File: src/i2cc_pkg.sv
/*
 holds the constants, register layout and carrier structs of the i2c control/status block.
 assumes a byte wide register port and a bus engine on the same clock.
*/
// Functional notes
// - wait mode: run unchanged, events wake cpu
// - halt: inactive, no ack, registers frozen
// - one irq when enabled and unmasked
// - reserved control and status bits read zero
// - disabled: clear all but stop, busy; release lines
// - first enabling write sets only enable and stop
// - general call 00h acked, 01h ignored
// - start bit: start request, cleared when sent
// - ack enable drives acknowledge, cleared on disable
// - master stop request, cleared once sent
// - slave stop releases lines after byte
// - irq enable cleared on disable
// - hold scl low while start, byte done, address match or post-address flags pending
// - event flag follows any pending event
// - transmitted flag valid with byte done
// - busy tracks bus start and stop
// - tx byte done, cleared by read+write
// - rx byte done, cleared by read+read
// - address match flag, cleared by read
// - master flag set by start, cleared
// - start sent flag, cleared by read+write
// - secondary flags cleared by read except general call, all by disable
`default_nettype none
package i2cc_pkg;
   // ==========================================
   // register offsets
   localparam logic [3:0] OFS_DATA = 4'h0;
   localparam logic [3:0] OFS_SEC  = 4'h1;
   localparam logic [3:0] OFS_PRI  = 4'h2;
   localparam logic [3:0] OFS_CTRL = 4'h3;
   // ==========================================
   // control register bit positions
   localparam int CR_PE   = 5;
   localparam int CR_GC   = 4;
   localparam int CR_STA  = 3;
   localparam int CR_ACK  = 2;
   localparam int CR_STOP = 1;
   localparam int CR_ITE  = 0;
   // ==========================================
   // primary status bit positions
   localparam int PS_EVF  = 7;
   localparam int PS_TRA  = 5;
   localparam int PS_BUSY = 4;
   localparam int PS_BTF  = 3;
   localparam int PS_ADM  = 2;
   localparam int PS_MST  = 1;
   localparam int PS_SB   = 0;
   // ==========================================
   // secondary status bit positions
   localparam int SS_AF   = 4;
   localparam int SS_STOP = 3;
   localparam int SS_ARB  = 2;
   localparam int SS_BUS_ERROR_FLAG = 1;
   localparam int SS_GC   = 0;
   // ==========================================
   // special addresses
   localparam logic [7:0] GC_ADDR   = 8'h00;
   localparam logic [7:0] IGNR_ADDR = 8'h01;
   localparam logic [7:0] BYTE_ZERO = 8'h00;
   // ==========================================
   // carriers
   typedef struct packed {
      logic periph_enable;
      logic general_call_enable;
      logic start;
      logic ack_enable;
      logic stop;
      logic irq_enable;
   } i2cc_ctrl_s;
   typedef struct packed {
      logic ack_failure_flag;
      logic stop_seen_flag;
      logic arb_lost_flag;
      logic bus_error_flag;
      logic general_call_flag;
   } i2cc_sec_s;
   typedef struct packed {
      logic byte_done;
      logic byte_tx;
      logic addr_rx;
      logic start_sent;
      logic stop_sent;
      logic addr_sent;
      logic ack_fail;
      logic arb_lost;
   } i2cc_ev_s;
endpackage
`default_nettype wire

File: src/i2cc_ctrl.sv
/*
 control and primary/secondary status logic of a multi-master i2c interface.
 assumes a bus engine on ref_clk that reports events as one-cycle pulses,
 and open-drain scl/sda pins resolved outside from the enables.
*/
`default_nettype none
module i2cc_ctrl
   import i2cc_pkg::*;
#(
   parameter int ADDR_W = 4
) (
   input  wire logic              ref_clk,
   input  wire logic              resetn,
   input  wire logic [ADDR_W-1:0] reg_addr,
   input  wire logic [7:0]        reg_wdata,
   input  wire logic              reg_wr,
   input  wire logic              reg_rd,
   output logic      [7:0]        reg_rdata,
   input  wire logic              cpu_halt,
   input  wire logic              cpu_gmask,
   output logic                   irq,
   output logic                   wake_req,
   input  wire logic              scl_i,
   output logic                   scl_o,
   output logic                   scl_oe_n,
   input  wire logic              sda_i,
   output logic                   sda_o,
   output logic                   sda_oe_n,
   input  wire i2cc_ev_s          eng_ev,
   input  wire logic [7:0]        eng_addr_byte,
   input  wire logic [7:0]        eng_rx_data,
   input  wire logic              eng_byte_active,
   input  wire logic              eng_scl_low,
   input  wire logic              eng_sda_low,
   input  wire logic [7:0]        own_addr,
   output logic                   start_req,
   output logic                   stop_req,
   output logic                   ack_en,
   output logic                   gc_en,
   output logic                   pins_claimed,
   output logic      [7:0]        tx_data,
   output logic                   tx_load
);
   // ==========================================
   // elaboration checks
   generate
      if (ADDR_W < 2) begin : g_chk
         $error("ADDR_W must be at least 2");
      end
   endgenerate

   // ==========================================
   // state
   typedef struct packed {
      i2cc_ctrl_s ctrl;
      i2cc_sec_s  sec;
      logic       event_flag;
      logic       transmitted_flag;
      logic       busy;
      logic       byte_done_flag;
      logic       addr_matched_flag;
      logic       master;
      logic       sb;
      logic       post_addr;
      logic       sr1_seen;
      logic       release_l;
      logic       scl_m1;
      logic       scl_m2;
      logic       scl_p;
      logic       sda_m1;
      logic       sda_m2;
      logic       sda_p;
      logic [7:0] rdata;
      logic [7:0] tx_data;
      logic       tx_load;
      logic       scl_oe_n;
      logic       sda_oe_n;
      logic       irq;
      logic       wake;
      logic       start_req;
      logic       stop_req;
      logic       ack_en;
      logic       gc_en;
      logic       claimed;
   } i2cc_state_s;

   i2cc_state_s q;
   i2cc_state_s d;

   logic       start_det;
   logic       stop_det;
   logic       sel_data;
   logic       sel_sec;
   logic       sel_pri;
   logic       sel_ctrl;
   logic       match_own;
   logic       match_gc;
   logic       stretch;
   logic       drive_ok;
   logic [7:0] pri_rd;
   logic [7:0] sec_rd;
   logic [7:0] ctrl_rd;

   // ==========================================
   // register read views, reserved bits zero
   always_comb begin
      pri_rd           = BYTE_ZERO;
      pri_rd[PS_EVF]   = q.event_flag;
      pri_rd[PS_TRA]   = q.transmitted_flag;
      pri_rd[PS_BUSY]  = q.busy;
      pri_rd[PS_BTF]   = q.byte_done_flag;
      pri_rd[PS_ADM]   = q.addr_matched_flag;
      pri_rd[PS_MST]   = q.master;
      pri_rd[PS_SB]    = q.sb;
      sec_rd           = BYTE_ZERO;
      sec_rd[SS_AF]    = q.sec.ack_failure_flag;
      sec_rd[SS_STOP]  = q.sec.stop_seen_flag;
      sec_rd[SS_ARB]   = q.sec.arb_lost_flag;
      sec_rd[SS_BUS_ERROR_FLAG]  = q.sec.bus_error_flag;
      sec_rd[SS_GC]    = q.sec.general_call_flag;
      ctrl_rd          = BYTE_ZERO;
      ctrl_rd[CR_PE]   = q.ctrl.periph_enable;
      ctrl_rd[CR_GC]   = q.ctrl.general_call_enable;
      ctrl_rd[CR_STA]  = q.ctrl.start;
      ctrl_rd[CR_ACK]  = q.ctrl.ack_enable;
      ctrl_rd[CR_STOP] = q.ctrl.stop;
      ctrl_rd[CR_ITE]  = q.ctrl.irq_enable;
   end

   // ==========================================
   // decode and bus condition detection
   assign sel_data  = (reg_addr == ADDR_W'(OFS_DATA));
   assign sel_sec   = (reg_addr == ADDR_W'(OFS_SEC));
   assign sel_pri   = (reg_addr == ADDR_W'(OFS_PRI));
   assign sel_ctrl  = (reg_addr == ADDR_W'(OFS_CTRL));
   // the edge detector reads only the second stage and its delayed copy
   assign start_det = q.scl_m2 & q.scl_p & q.sda_p & ~q.sda_m2;
   assign stop_det  = q.scl_m2 & q.scl_p & ~q.sda_p & q.sda_m2;
   // the direction bit is a don't care for the own address
   assign match_own = (eng_addr_byte[7:1] == own_addr[7:1]) && (eng_addr_byte != IGNR_ADDR);
   assign match_gc  = (eng_addr_byte == GC_ADDR) && q.ctrl.general_call_enable;

   // ==========================================
   // next state
   always_comb begin
      d         = q;
      d.tx_load = 1'b0;
      d.scl_m1  = scl_i;
      d.scl_m2  = q.scl_m1;
      d.scl_p   = q.scl_m2;
      d.sda_m1  = sda_i;
      d.sda_m2  = q.sda_m1;
      d.sda_p   = q.sda_m2;
      // halt freezes the state registers; the pin samplers and the registered outputs keep running
      if (!cpu_halt) begin
         // busy tracks the bus whatever the enable
         if (start_det) begin
            d.busy = 1'b1;
         end else if (stop_det) begin
            d.busy = 1'b0;
         end
         // a released slave stays off both lines until the next start, so a
         // stale byte-done cannot pull scl low again in the middle of someone else's frame
         if (start_det) begin
            d.release_l = 1'b0;
         end
         // ---- software side: reads and clears
         if (reg_rd) begin
            if (sel_data) begin
               d.rdata = eng_rx_data;
            end else if (sel_sec) begin
               d.rdata = sec_rd;
            end else if (sel_pri) begin
               d.rdata = pri_rd;
            end else if (sel_ctrl) begin
               d.rdata = ctrl_rd;
            end else begin
               d.rdata = BYTE_ZERO;
            end
            if (sel_pri) begin
               d.sr1_seen = 1'b1;
               d.addr_matched_flag     = 1'b0;
            end
            if (sel_sec) begin
               d.sec.ack_failure_flag = 1'b0;
               d.sec.stop_seen_flag   = 1'b0;
               d.sec.arb_lost_flag    = 1'b0;
               d.sec.bus_error_flag   = 1'b0;
            end
         end
         // a data access finishes a byte only after a status read
         if ((reg_rd || reg_wr) && sel_data && q.sr1_seen) begin
            d.byte_done_flag      = 1'b0;
            d.transmitted_flag      = 1'b0;
            d.sb       = 1'b0;
            d.sr1_seen = 1'b0;
         end
         if (reg_wr && sel_data) begin
            d.tx_data = reg_wdata;
            d.tx_load = q.ctrl.periph_enable;
         end
         if (reg_wr && sel_ctrl) begin
            if (!q.ctrl.periph_enable) begin
               // the first enabling write touches nothing but the enable and the stop bit
               d.ctrl.periph_enable = reg_wdata[CR_PE];
               d.ctrl.stop          = reg_wdata[CR_STOP];
            end else begin
               d.ctrl.periph_enable       = reg_wdata[CR_PE];
               d.ctrl.general_call_enable = reg_wdata[CR_GC];
               d.ctrl.start               = reg_wdata[CR_STA];
               d.ctrl.ack_enable          = reg_wdata[CR_ACK];
               d.ctrl.stop                = reg_wdata[CR_STOP];
               d.ctrl.irq_enable          = reg_wdata[CR_ITE];
               if (reg_wdata[CR_STA] && !q.busy) begin
                  d.master = 1'b1;
               end
               if (q.sr1_seen) begin
                  d.post_addr = 1'b0;
                  d.sr1_seen  = 1'b0;
               end
            end
         end
         // ---- bus side: clears first, so that a set in the same cycle wins; the slave-stop release clears last
         if (q.ctrl.periph_enable) begin
            if (stop_det) begin
               d.master                = 1'b0;
               d.transmitted_flag                   = 1'b0;
               d.sec.general_call_flag = 1'b0;
               if (!q.master) begin
                  d.sec.stop_seen_flag = 1'b1;
               end
            end
            if ((start_det || stop_det) && eng_byte_active) begin
               d.sec.bus_error_flag = 1'b1;
            end
            if (eng_ev.arb_lost) begin
               d.sec.arb_lost_flag = 1'b1;
               d.master            = 1'b0;
               d.transmitted_flag               = 1'b0;
            end
            if (eng_ev.ack_fail) begin
               d.sec.ack_failure_flag = 1'b1;
            end
            if (eng_ev.start_sent) begin
               d.sb         = 1'b1;
               d.master     = 1'b1;
               d.ctrl.start = 1'b0;
            end
            if (eng_ev.stop_sent) begin
               d.ctrl.stop = 1'b0;
            end
            if (eng_ev.addr_sent) begin
               d.post_addr = 1'b1;
            end
            if (eng_ev.byte_done) begin
               d.byte_done_flag = 1'b1;
               d.transmitted_flag = eng_ev.byte_tx;
            end
            if (eng_ev.addr_rx && q.ctrl.ack_enable && (match_own || match_gc)) begin
               d.addr_matched_flag = 1'b1;
               if (match_gc) begin
                  d.sec.general_call_flag = 1'b1;
               end
            end
            // slave stop: let go of both lines once the byte is finished
            if (q.ctrl.stop && !q.master && q.byte_done_flag) begin
               d.release_l = 1'b1;
               d.byte_done_flag       = 1'b0;
               d.transmitted_flag       = 1'b0;
            end
         end
         // ---- disable wins over everything except stop and busy
         if (!d.ctrl.periph_enable) begin
            d.ctrl.general_call_enable = 1'b0;
            d.ctrl.start               = 1'b0;
            d.ctrl.ack_enable          = 1'b0;
            d.ctrl.irq_enable          = 1'b0;
            d.sec                      = '0;
            d.transmitted_flag                      = 1'b0;
            d.byte_done_flag                      = 1'b0;
            d.addr_matched_flag                     = 1'b0;
            d.master                   = 1'b0;
            d.sb                       = 1'b0;
            d.post_addr                = 1'b0;
            d.sr1_seen                 = 1'b0;
            d.release_l                = 1'b0;
         end
         d.event_flag = d.sb | d.byte_done_flag | d.addr_matched_flag | d.post_addr | d.sec.ack_failure_flag | d.sec.stop_seen_flag
               | d.sec.arb_lost_flag | d.sec.bus_error_flag;
      end
      // ---- registered pin and engine outputs
      stretch      = d.sb | d.byte_done_flag | d.addr_matched_flag | d.post_addr;
      drive_ok     = d.ctrl.periph_enable & ~cpu_halt & ~d.release_l;
      d.scl_oe_n   = ~(drive_ok & (stretch | eng_scl_low));
      d.sda_oe_n   = ~(drive_ok & eng_sda_low);
      d.ack_en     = d.ctrl.ack_enable & drive_ok;
      d.gc_en      = d.ctrl.general_call_enable & drive_ok;
      d.start_req  = d.ctrl.start & drive_ok & (d.master | ~d.busy);
      d.stop_req   = d.ctrl.stop & d.master & drive_ok;
      d.claimed    = d.ctrl.periph_enable;
      // wait mode leaves the block running; the wake request ignores the cpu mask
      d.wake       = d.event_flag & d.ctrl.irq_enable;
      d.irq        = d.event_flag & d.ctrl.irq_enable & ~cpu_gmask;
   end

   // ==========================================
   // registers
   always_ff @(posedge ref_clk) begin
      if (!resetn) begin
         q          <= '0;
         q.scl_m1   <= 1'b1;
         q.scl_m2   <= 1'b1;
         q.scl_p    <= 1'b1;
         q.sda_m1   <= 1'b1;
         q.sda_m2   <= 1'b1;
         q.sda_p    <= 1'b1;
         q.scl_oe_n <= 1'b1;
         q.sda_oe_n <= 1'b1;
      end else begin
         q <= d;
      end
   end

   // ==========================================
   // outputs, all straight from flops
   assign reg_rdata    = q.rdata;
   assign irq          = q.irq;
   assign wake_req     = q.wake;
   // open-drain: the data value is a constant low, tx_load ANDed with zero
   assign scl_o        = q.tx_load & 1'b0;
   assign sda_o        = q.tx_load & 1'b0;
   assign scl_oe_n     = q.scl_oe_n;
   assign sda_oe_n     = q.sda_oe_n;
   assign start_req    = q.start_req;
   assign stop_req     = q.stop_req;
   assign ack_en       = q.ack_en;
   assign gc_en        = q.gc_en;
   assign pins_claimed = q.claimed;
   assign tx_data      = q.tx_data;
   assign tx_load      = q.tx_load;
endmodule
`default_nettype wire

File: config.mk
export PLATFORM = sky130hd
export DESIGN_NAME = i2cc_ctrl
export DESIGN_NICKNAME = d
export VERILOG_FILES = /design/src/i2cc_pkg.sv /design/src/i2cc_ctrl.sv
export SDC_FILE = /design/constraint.sdc
export NUM_CORES = 1
export LEC_CHECK = 0
export BUFFER_PORTS_ARGS = -buffer_cell sky130_fd_sc_hd__buf_2
export CAP_MARGIN = 20
export CORE_ASPECT_RATIO = 0.5
export CORE_MARGIN = 8
export CORE_UTILIZATION = 40
export DETAILED_ROUTE_END_ITERATION = 6
export MAX_ROUTING_LAYER = met4
export PLACE_DENSITY = 0.61
export SYNTH_ARGS = -nofsm -noshare
export SYNTH_HDL_FRONTEND = slang
export SYNTH_SLANG_ARGS = --single-unit
File: constraint.sdc
create_clock -name ref_clk -period 2.9 [get_ports ref_clk]
set_clock_uncertainty 0.1 [all_clocks]
set_input_delay 0.435 -clock ref_clk [delete_from_list [all_inputs] [get_ports ref_clk]]
set_output_delay 0.435 -clock ref_clk [all_outputs]
set_load 0.05 [all_outputs]
==> results by stage, run 1 <==
Clocking:
- After clock tree synthesis, the repair step resized 0 gates.
- The clock root buffer is sky130_fd_sc_hd__clkbuf_16.
- The CTS tree is built.
- The post-CTS setup buffer count is 0.
- After clock tree synthesis, the flow added hold-fix buffers numbering 0.
- For the worst-skew pair, the clock arrives at the later sink with an insertion delay of about 300 ps.
- The level count of the clock H-tree is 2.
- The clock passes through at most 2 buffers.
- The number of CTS-inserted buffers is 5.
- The clock edge transition at the registers on the reported setup and hold paths is ~70 ps.
- The clock drives 52 sinks.

Timing:
- The tightest hold path in the finished design has a slack of around 190 ps.
- The tightest slew margin relative to the limit is 0.285.
- The final count of pins violating max slew is 0.
- Setup repair after global routing left no endpoint under its margin.
- Setup violations remaining at the end of the flow were counted as 0.
- The transition time at the pin with the least slew margin is between 1000 and 1500 ps.
- Setup total negative slack on the finished layout was measured at 0 ps.
- In the finished design, the share of the clock period the worst path needs comes to 0.822.
- The shortest clock period the worst path allows after layout is 2380 ps.
- The final number of hold-violating endpoints is 0.
- The maximum operating frequency is 0.420 GHz.

Power:
- The share of power burned in the clock network is 0.432.
- The share of total power dissipated in sequential elements is 0.440.
- The internal power contribution is between 1 and 1.5 mW.
- The analysis attributes to net switching a power of just under 0.4 mW.
- Summed over all cells, the static leakage comes to approximately 1.4 nW.
- For this design the ratio of total power to cell area is ~490 nW/um^2.
- Of the total power, the share spent switching nets is 0.240.
- The worst ir drop on vdd is ~0.00023 V.
- The relative contribution of combinational cells to total power is 0.127.

Setup path:
- The endpoint identified for the worst register-to-register timing path is scl_oe_n.
- By startpoint and endpoint, the worst setup path is classified as in2reg.
- The maximum fanout along the worst path is 14.
- STA puts the critical path data required time at around 3000 ps.
- The startpoint identified for the worst register-to-register timing path is pri_rd[1].
- For the worst setup path, the data arrival time is between 2000 and 2500 ps.
- The kind of end point of the critical path is a flop.
- STA classifies the critical path startpoint as an input port.
- The flop-to-flop setup slack is around 540 ps.
- The depth of the worst register-to-register path is 5.

Route:
- The count of antenna-violating nets left after detailed routing is 0.
- The number of iterations in the first detailed-routing pass is 4.
- The average vias per placed instance is 5.51.
- Summed over all layers, the routed wires come to 9.23 mm.
- After the first detailed-routing iteration, the DRC count stood at ~200.
- The DRC violations left is 0.
- Dividing the detail-routed wire length by the instance count gives 19.6 microns.
- The final route contains 2591 vias.

Layout:
- In the layout the commonest cells are sky130_fd_sc_hd__buf_2 (79), sky130_fd_sc_hd__dfxtp_1 (52), sky130_fd_sc_hd__nor2_1 (37).
- The sequential cells in the finished layout cover a total of about 1000 sq um.
- The net count reported at finish is roughly 430.
- Compared with the post-synthesis result, the final layout area differs by 22.5%.
- The count of fill cells added during filler insertion is 679.
- The area occupied by multi-input gates is about 1500 sq um.
- Of the cells placed in the final design, the portion with a size suffix greater than 1 is 0.333.
- The most frequent standard cell in the layout excluding fill and tap cells is sky130_fd_sc_hd__buf_2.
- The number of diodes is 0.

Synthesis:
- Sorting the synthesized cells by area gives the leading types as sky130_fd_sc_hd__dfxtp_1 (38%), sky130_fd_sc_hd__buf_4 (5.2%), sky130_fd_sc_hd__nor2_1 (5.1%), sky130_fd_sc_hd__mux4_2 (4.1%), sky130_fd_sc_hd__mux2i_1 (4.0%).
- For this run, the register share of the synthesized area comes to 0.379.
- In this run the mean area of a mapped cell was between 8 and 9 sq um.
- The post-synthesis instance area is approximately 2800 sq um.
- The share of async-settable or async-resettable flops after synthesis is 0.
- The number of enable flip-flop cells after synthesis is 0.
- The cell type with the largest total area after synthesis is sky130_fd_sc_hd__dfxtp_1.
- Synthesis produced a netlist whose cell count is around 310.
- The most frequently used flop master after synthesis is sky130_fd_sc_hd__dfxtp_1.
- The number of warnings printed during yosys synthesis is 0.
- The number of distinct library cell variants in the gate-level netlist after synthesis is 63.
- The register bit count reported by yosys is 52.
- The share of the synthesized area in the top cell type is 0.379.

GRT:
- The initial antenna violation count came to 0.
- The first-pass GRT wire length is between 10 and 15 mm.
- The global-route congestion overflow total is 0.
- Entering global routing, the biggest net connects 34 pins.
- Across every metal layer, demand over resource in global routing totals 0.194.
- The via count of the first global-routing pass is roughly 2600.

Floorplan:
- The area of the core is 6670 sq um.
- The die span in y is around 75 microns.
- For this configuration, the core starts out at a cell density of 0.412.
- The die is around 130 microns wide.
- The number of primary I/O pins is between 80 and 90.
- The overall die area is approximately 9900 sq um.
- The floorplan has 21 rows.

Outcome:
- The run finished with clean final reports.

Place:
- The wire-length estimate of the detail-placed layout is about 7.3 mm.
- The final weighted congestion in routability-driven placement is roughly 1.
- The number of port buffers is between 70 and 80.

Min path:
- The min-delay analysis places its worst path in the category in2reg.
- The path with the worst hold slack has its endpoint at irq.
- The cell depth of the worst hold path is 2.
- The origin of the worst min-delay path is cpu_gmask.

Job:
- The max-capacitance violation count is 0.
-- area by class of cell --
type	instances	share of cell area
Multi-Input combinational cell	216	0.441
Sequential cell	52	0.309
Clock inverter	1	0.00891
Clock buffer	7	0.0453
Timing Repair Buffer	96	0.155
Inverter	6	0.00668
Tap cell	92	0.0342
-- stage by stage --
stage | setup WS (ps) | std cells | util | cell area [sq um] | power [mW]
2_1_floorplan | 588 | 309 | - | 2750 | 0.862
3_3_place_gp | 318 | 462 | 0.478 | 3190 | 0.953
3_5_place_dp | 284 | 462 | 0.478 | 3190 | 0.956
4_1_cts | 574 | 470 | 0.505 | 3370 | 1.67
5_1_grt | 408 | 470 | 0.505 | 3370 | 1.73
6_report | 517 | 470 | 0.505 | 3370 | 1.66
-- cells in the mapped netlist (6+ instances only) --
cell,instances
sky130_fd_sc_hd__nor3_1,7
sky130_fd_sc_hd__nand3_1,6
sky130_fd_sc_hd__buf_4,19
sky130_fd_sc_hd__mux2i_1,11
sky130_fd_sc_hd__a22oi_1,8
sky130_fd_sc_hd__dfxtp_1,52
sky130_fd_sc_hd__nand2_1,19
sky130_fd_sc_hd__nor2_1,37
sky130_fd_sc_hd__o21ai_0,8
sky130_fd_sc_hd__nand2b_1,12
sky130_fd_sc_hd__clkbuf_1,13
sky130_fd_sc_hd__a21oi_1,18
-- power by group through the flow --
stage | registers (mW) | logic, mW | clock network [mW]
2_1_floorplan | 0.749 | 0.113 | 0
3_5_place_dp | 0.747 | 0.209 | 0
3_3_place_gp | 0.746 | 0.207 | 0
4_1_cts | 0.730 | 0.210 | 0.729
5_1_grt | 0.731 | 0.228 | 0.770
6_report | 0.730 | 0.211 | 0.717
-- worst max-delay path, stage by stage --
cell	delay, ps
sky130_fd_sc_hd__buf_2	250
sky130_fd_sc_hd__and4bb_2	390
sky130_fd_sc_hd__a21oi_2	130
sky130_fd_sc_hd__nor4b_1	880
sky130_fd_sc_hd__nand2_1	140
sky130_fd_sc_hd__a41o_1	240
-- how the worst max path moves through the flow --
stage,from,to,slack (ps),cells past startpoint
final,reg_addr[0],scl_oe_n,520,6
after global routing,pins_claimed,irq,410,7
after CTS,ctrl_rd[4],scl_oe_n,570,5
after detailed placement,reg_addr[0],scl_oe_n,280,6
after global placement,reg_addr[0],scl_oe_n,320,6
after floorplan,reg_addr[3],irq,590,5
-- registers in the layout, indices dropped and copies added (netlist names) --
signal / flops
tx_data: 8
start_req: 1
pins_claimed: 1
ctrl_rd: 5
irq: 1
wake_req: 1
scl_oe_n: 1
pri_rd: 7
sda_oe_n: 1
tx_load: 1
q: 10
stop_req: 1
ack_en: 1
reg_rdata: 8
d: 4
gc_en: 1
-- kinds of logic (layout without fill, tap and decap cells) --
| logic type | after synthesis | count (layout) | share of synthesized area |
|---|---|---|---|
| muxes | 16 | 16 | 0.0810 |
| other | 1 | 2 | 0.00136 |
| DFF | 52 | 52 | 0.379 |
| xor gates and xnor gates | 8 | 8 | 0.0255 |
| and+or+nand+nor | 125 | 125 | 0.254 |
| AOI/OAI and AO/OA | 65 | 65 | 0.177 |
| buffers and inverters | 41 | 110 | 0.0828 |
-- per-layer routing --
metal | part of all wire | track usage | up-vias
li1 | - | - | 1249
met1 | 0.47 | 0.261 | 1229
met2 | 0.42 | 0.279 | 103
met3 | 0.092 | 0.0533 | 10
met4 | 0.0099 | 0.0567 | 0
met5 | 0 | - | -
Note: power is estimated with default switching activity, not from simulation.
==> run 2, diff against run 1 <==
- clock period: 2.9 -> 2.25 ns (I/O delays scaled with it)
==> run 2 against run 1 <==
Compared with the run above:
- die area unchanged
- sequential share of layout area decreased by 1.6 points
- clock power increased by 7.3%
- register-to-register slack got worse by 480 ps
- sequential power increased by 29%
- critical path depth decreased by 1
- worst setup slack got worse by 460 ps
- first-iteration DRC count decreased by 4.9%
- sequential cell count unchanged
- cell area increased by 5.5%
- critical path type is now reg2reg
- critical endpoint unchanged
- largest cell class unchanged
- largest power group unchanged
==> results by stage, run 2 (same netlist as run 1, synthesis figures left out) <==
Timing:
- The tightest slew margin relative to the limit is 0.571.
- The transition time at the pin with the least slew margin is between 600 and 700 ps.
- The final setup violation count is 0.
- The final count of pins violating max slew is 0.
- The maximum operating frequency is between 0.4 and 0.5 GHz.
- The final number of hold-violating endpoints is 0.
- After layout, the minimum clock period comes to about 2200 ps.
- Setup repair after global routing left no endpoint under its margin.
- The final setup slack of the worst path is between 50 and 60 ps.
- Of the available clock period, the critical path in the final layout requires 0.974.
- The total negative slack is 0 ps.

Layout:
- The final layout contains 456 nets.
- The filler cells instantiated in the layout total 650.
- The area added between synthesis and finish is 29.2%.
- q holds more flip-flops than any other register.
- Of the cells placed in the final design, the portion with a size suffix greater than 1 is 0.378.
- The top cell types in the final layout, fill and taps aside, are sky130_fd_sc_hd__buf_2 (79), sky130_fd_sc_hd__dfxtp_1 (52), sky130_fd_sc_hd__buf_4 (40).
- The sequential standard cell area is roughly 1000 sq um.
- The repair_antennas step left the layout with diodes totalling 0.
- The most frequent standard cell in the layout excluding fill and tap cells is sky130_fd_sc_hd__buf_2.
- The register with the most flip-flops in the layout has 10 of them.
- The area occupied by multi-input gates is 1510 sq um.

Place:
- The post-detailed-placement half-perimeter wirelength is between 7 and 8 mm.
- The final weighted congestion in routability-driven placement is 0.955.
- Buffers placed on the I/O ports in this run total 79.
- The pre-CTS worst setup slack is -239 ps.

Min path:
- The min-delay analysis places its worst path in the category in2reg.
- The terminating pin of the worst hold path is irq.
- The origin of the worst min-delay path is cpu_gmask.
- The worst hold path was traced through 2 stages.

Floorplan:
- The starting density of the core is 0.412.
- The floorplan row count is 21.
- The die covers 9950 sq um.
- The horizontal extent of the die is around 130 microns.
- The area of the core is between 6000 and 7000 sq um.
- In this run the count of I/O pins placed on the die edge is 83.
- In this run the vertical extent of the chip is 74.6 microns.

Power:
- The static power due to leakage is 1.55 nW.
- The worst ir drop on vdd is 0.000279 V.
- The switching power share of the total is 0.253.
- The share of total power dissipated in the clock network is 0.383.
- The analysis attributes to net switching a power of 0.509 mW.
- The relative contribution of combinational cells to total power is 0.149.
- The sequential group share of total power is 0.468.
- The internal power contribution is 1.50 mW.
- Dividing total power by cell area gives a power density of 565 nW/um^2.

Clocking:
- The number of CTS-inserted buffers is 5.
- The tree built by TritonCTS fans out to between 50 and 60 sinks.
- The later pin in the worst-skew pair is clocked with a latency of approximately 290 ps.
- The quantity of hold-fixing buffers added after cts is 0.
- The CTS tree is built.
- The clock tree synthesis step divided the H-tree into 2 levels.
- In this run the deepest clock path goes through 2 buffers.
- CTS placed an instance of sky130_fd_sc_hd__clkbuf_16 at the clock tree root.
- The clock edge transition at the registers on the reported setup and hold paths is 70 ps.

Setup path:
- STA classifies the critical path startpoint as a flop.
- The worst setup path is captured at a flop.
- For the worst setup path, the data required time is 2330 ps.
- The origin of the critical flop-to-flop path is ctrl_rd[4].
- The cell with the biggest individual delay on the critical path is sky130_fd_sc_hd__or4_4.
- Counting both buffers and inverters, the worst setup path holds a total of 0.
- The largest single stage delay on the critical path is 540 ps.
- Data arrives at the worst endpoint at between 2000 and 2500 ps.
- The cell depth of the worst setup path is 5.
- The endpoint identified for the worst register-to-register timing path is scl_oe_n.
- The worst setup path is of the reg2reg kind.
- The flop-to-flop setup slack is between 50 and 60 ps.
- The depth of the worst register-to-register path is 5.
- Grouping stages by cell kind, the critical path spends the most delay in simple AND/OR/NAND/NOR gates.
- The signal on the critical path passes through or4b_1 > or4_4 > a2111oi_4 > a221oi_2 > a41o_1.
- The maximum fanout along the worst path is 2.

Route:
- The number of iterations in the first detailed-routing pass is 4.
- In this run, the number of DRC markers left after iteration 0 of detailed routing was roughly 190.
- The count of antenna-violating nets left after detailed routing is 0.
- The average vias per placed instance is ~5.4.
- The DRC violations left is 0.
- The count of vias placed by the detailed router is approximately 2600.
- The average routed wire per standard cell is around 18 microns.
- For this block, the routed nets add up to ~9.0 mm of wire.

GRT:
- The first global-routing pass estimated between 10 and 15 mm of wire.
- The via count of the first global-routing pass was 2660.
- The largest net degree at the start of global routing is 33.
- The initial antenna violation count is 0.
- The total overflow left after global routing is 0.
- For this run, the total global-route usage over all layers was measured as 0.188.

Outcome:
- The run finished with clean final reports.

Job:
- The tool flagged a number of max-cap violations equal to 0.
[run 2: cell type report]
class,count,share of cell area
Clock buffer,6,0.0391
Multi-Input combinational cell,216,0.425
Timing Repair Buffer,120,0.201
Sequential cell,52,0.293
Clock inverter,2,0.00282
Inverter,6,0.00634
Tap cell,92,0.0324
[run 2: worst reg2reg max path, cell delays in order (launching register included)]
cell and delay [ps]:
sky130_fd_sc_hd__dfxtp_1 340, sky130_fd_sc_hd__or4b_1 460, sky130_fd_sc_hd__or4_4 540, sky130_fd_sc_hd__a2111oi_4 340, sky130_fd_sc_hd__a221oi_2 70, sky130_fd_sc_hd__a41o_1 230
[run 2: per-stage QoR]
stage / area [sq um] / util / hold WS, ps / instances / power (mW)
floorplan: 2750 / - / 286 / 309 / 1.11
global placement: 3380 / 0.506 / 289 / 486 / 1.25
detailed placement: 3380 / 0.506 / 294 / 486 / 1.26
CTS: 3530 / 0.529 / 96.4 / 494 / 2.02
global route: 3550 / 0.532 / 109 / 494 / 2.09
finish: 3550 / 0.532 / 98.3 / 494 / 2.01
[run 2: worst max path at each step]
stage | startpoint | slack [ps] | endpoint
after floorplan | pins_claimed | 20 | irq
after global placement | reg_addr[3] | -190 | irq
after detailed placement | reg_addr[3] | -240 | irq
after CTS | ctrl_rd[4] | 70 | scl_oe_n
after global routing | ctrl_rd[4] | 9 | scl_oe_n
final | ctrl_rd[4] | 60 | scl_oe_n
[run 2: power by group through the flow]
stage / clock network [mW] / registers, mW / logic, mW
floorplan: 0 / 0.966 / 0.146
global placement: 0 / 0.961 / 0.290
detailed placement: 0 / 0.962 / 0.295
CTS: 0.787 / 0.941 / 0.296
global route: 0.829 / 0.941 / 0.323
finish: 0.769 / 0.941 / 0.299
[run 2: metal layers]
| metal | global-route usage | wire [microns] | up-vias |
|---|---|---|---|
| met3 | 0.0499 | 750 | 8 |
| met1 | 0.256 | 4320 | 1244 |
| met4 | 0.0382 | 68 | 0 |
| li1 | - | - | 1298 |
| met5 | - | 0 | - |
| met2 | 0.273 | 3840 | 93 |
[run 2: repair_timing]
| action | in CTS | in global routing |
|---|---|---|
| buffers inserted | 0 | 0 |
| setup endpoints to repair | 0 | 3 |
| resized for setup | 0 | 4 |
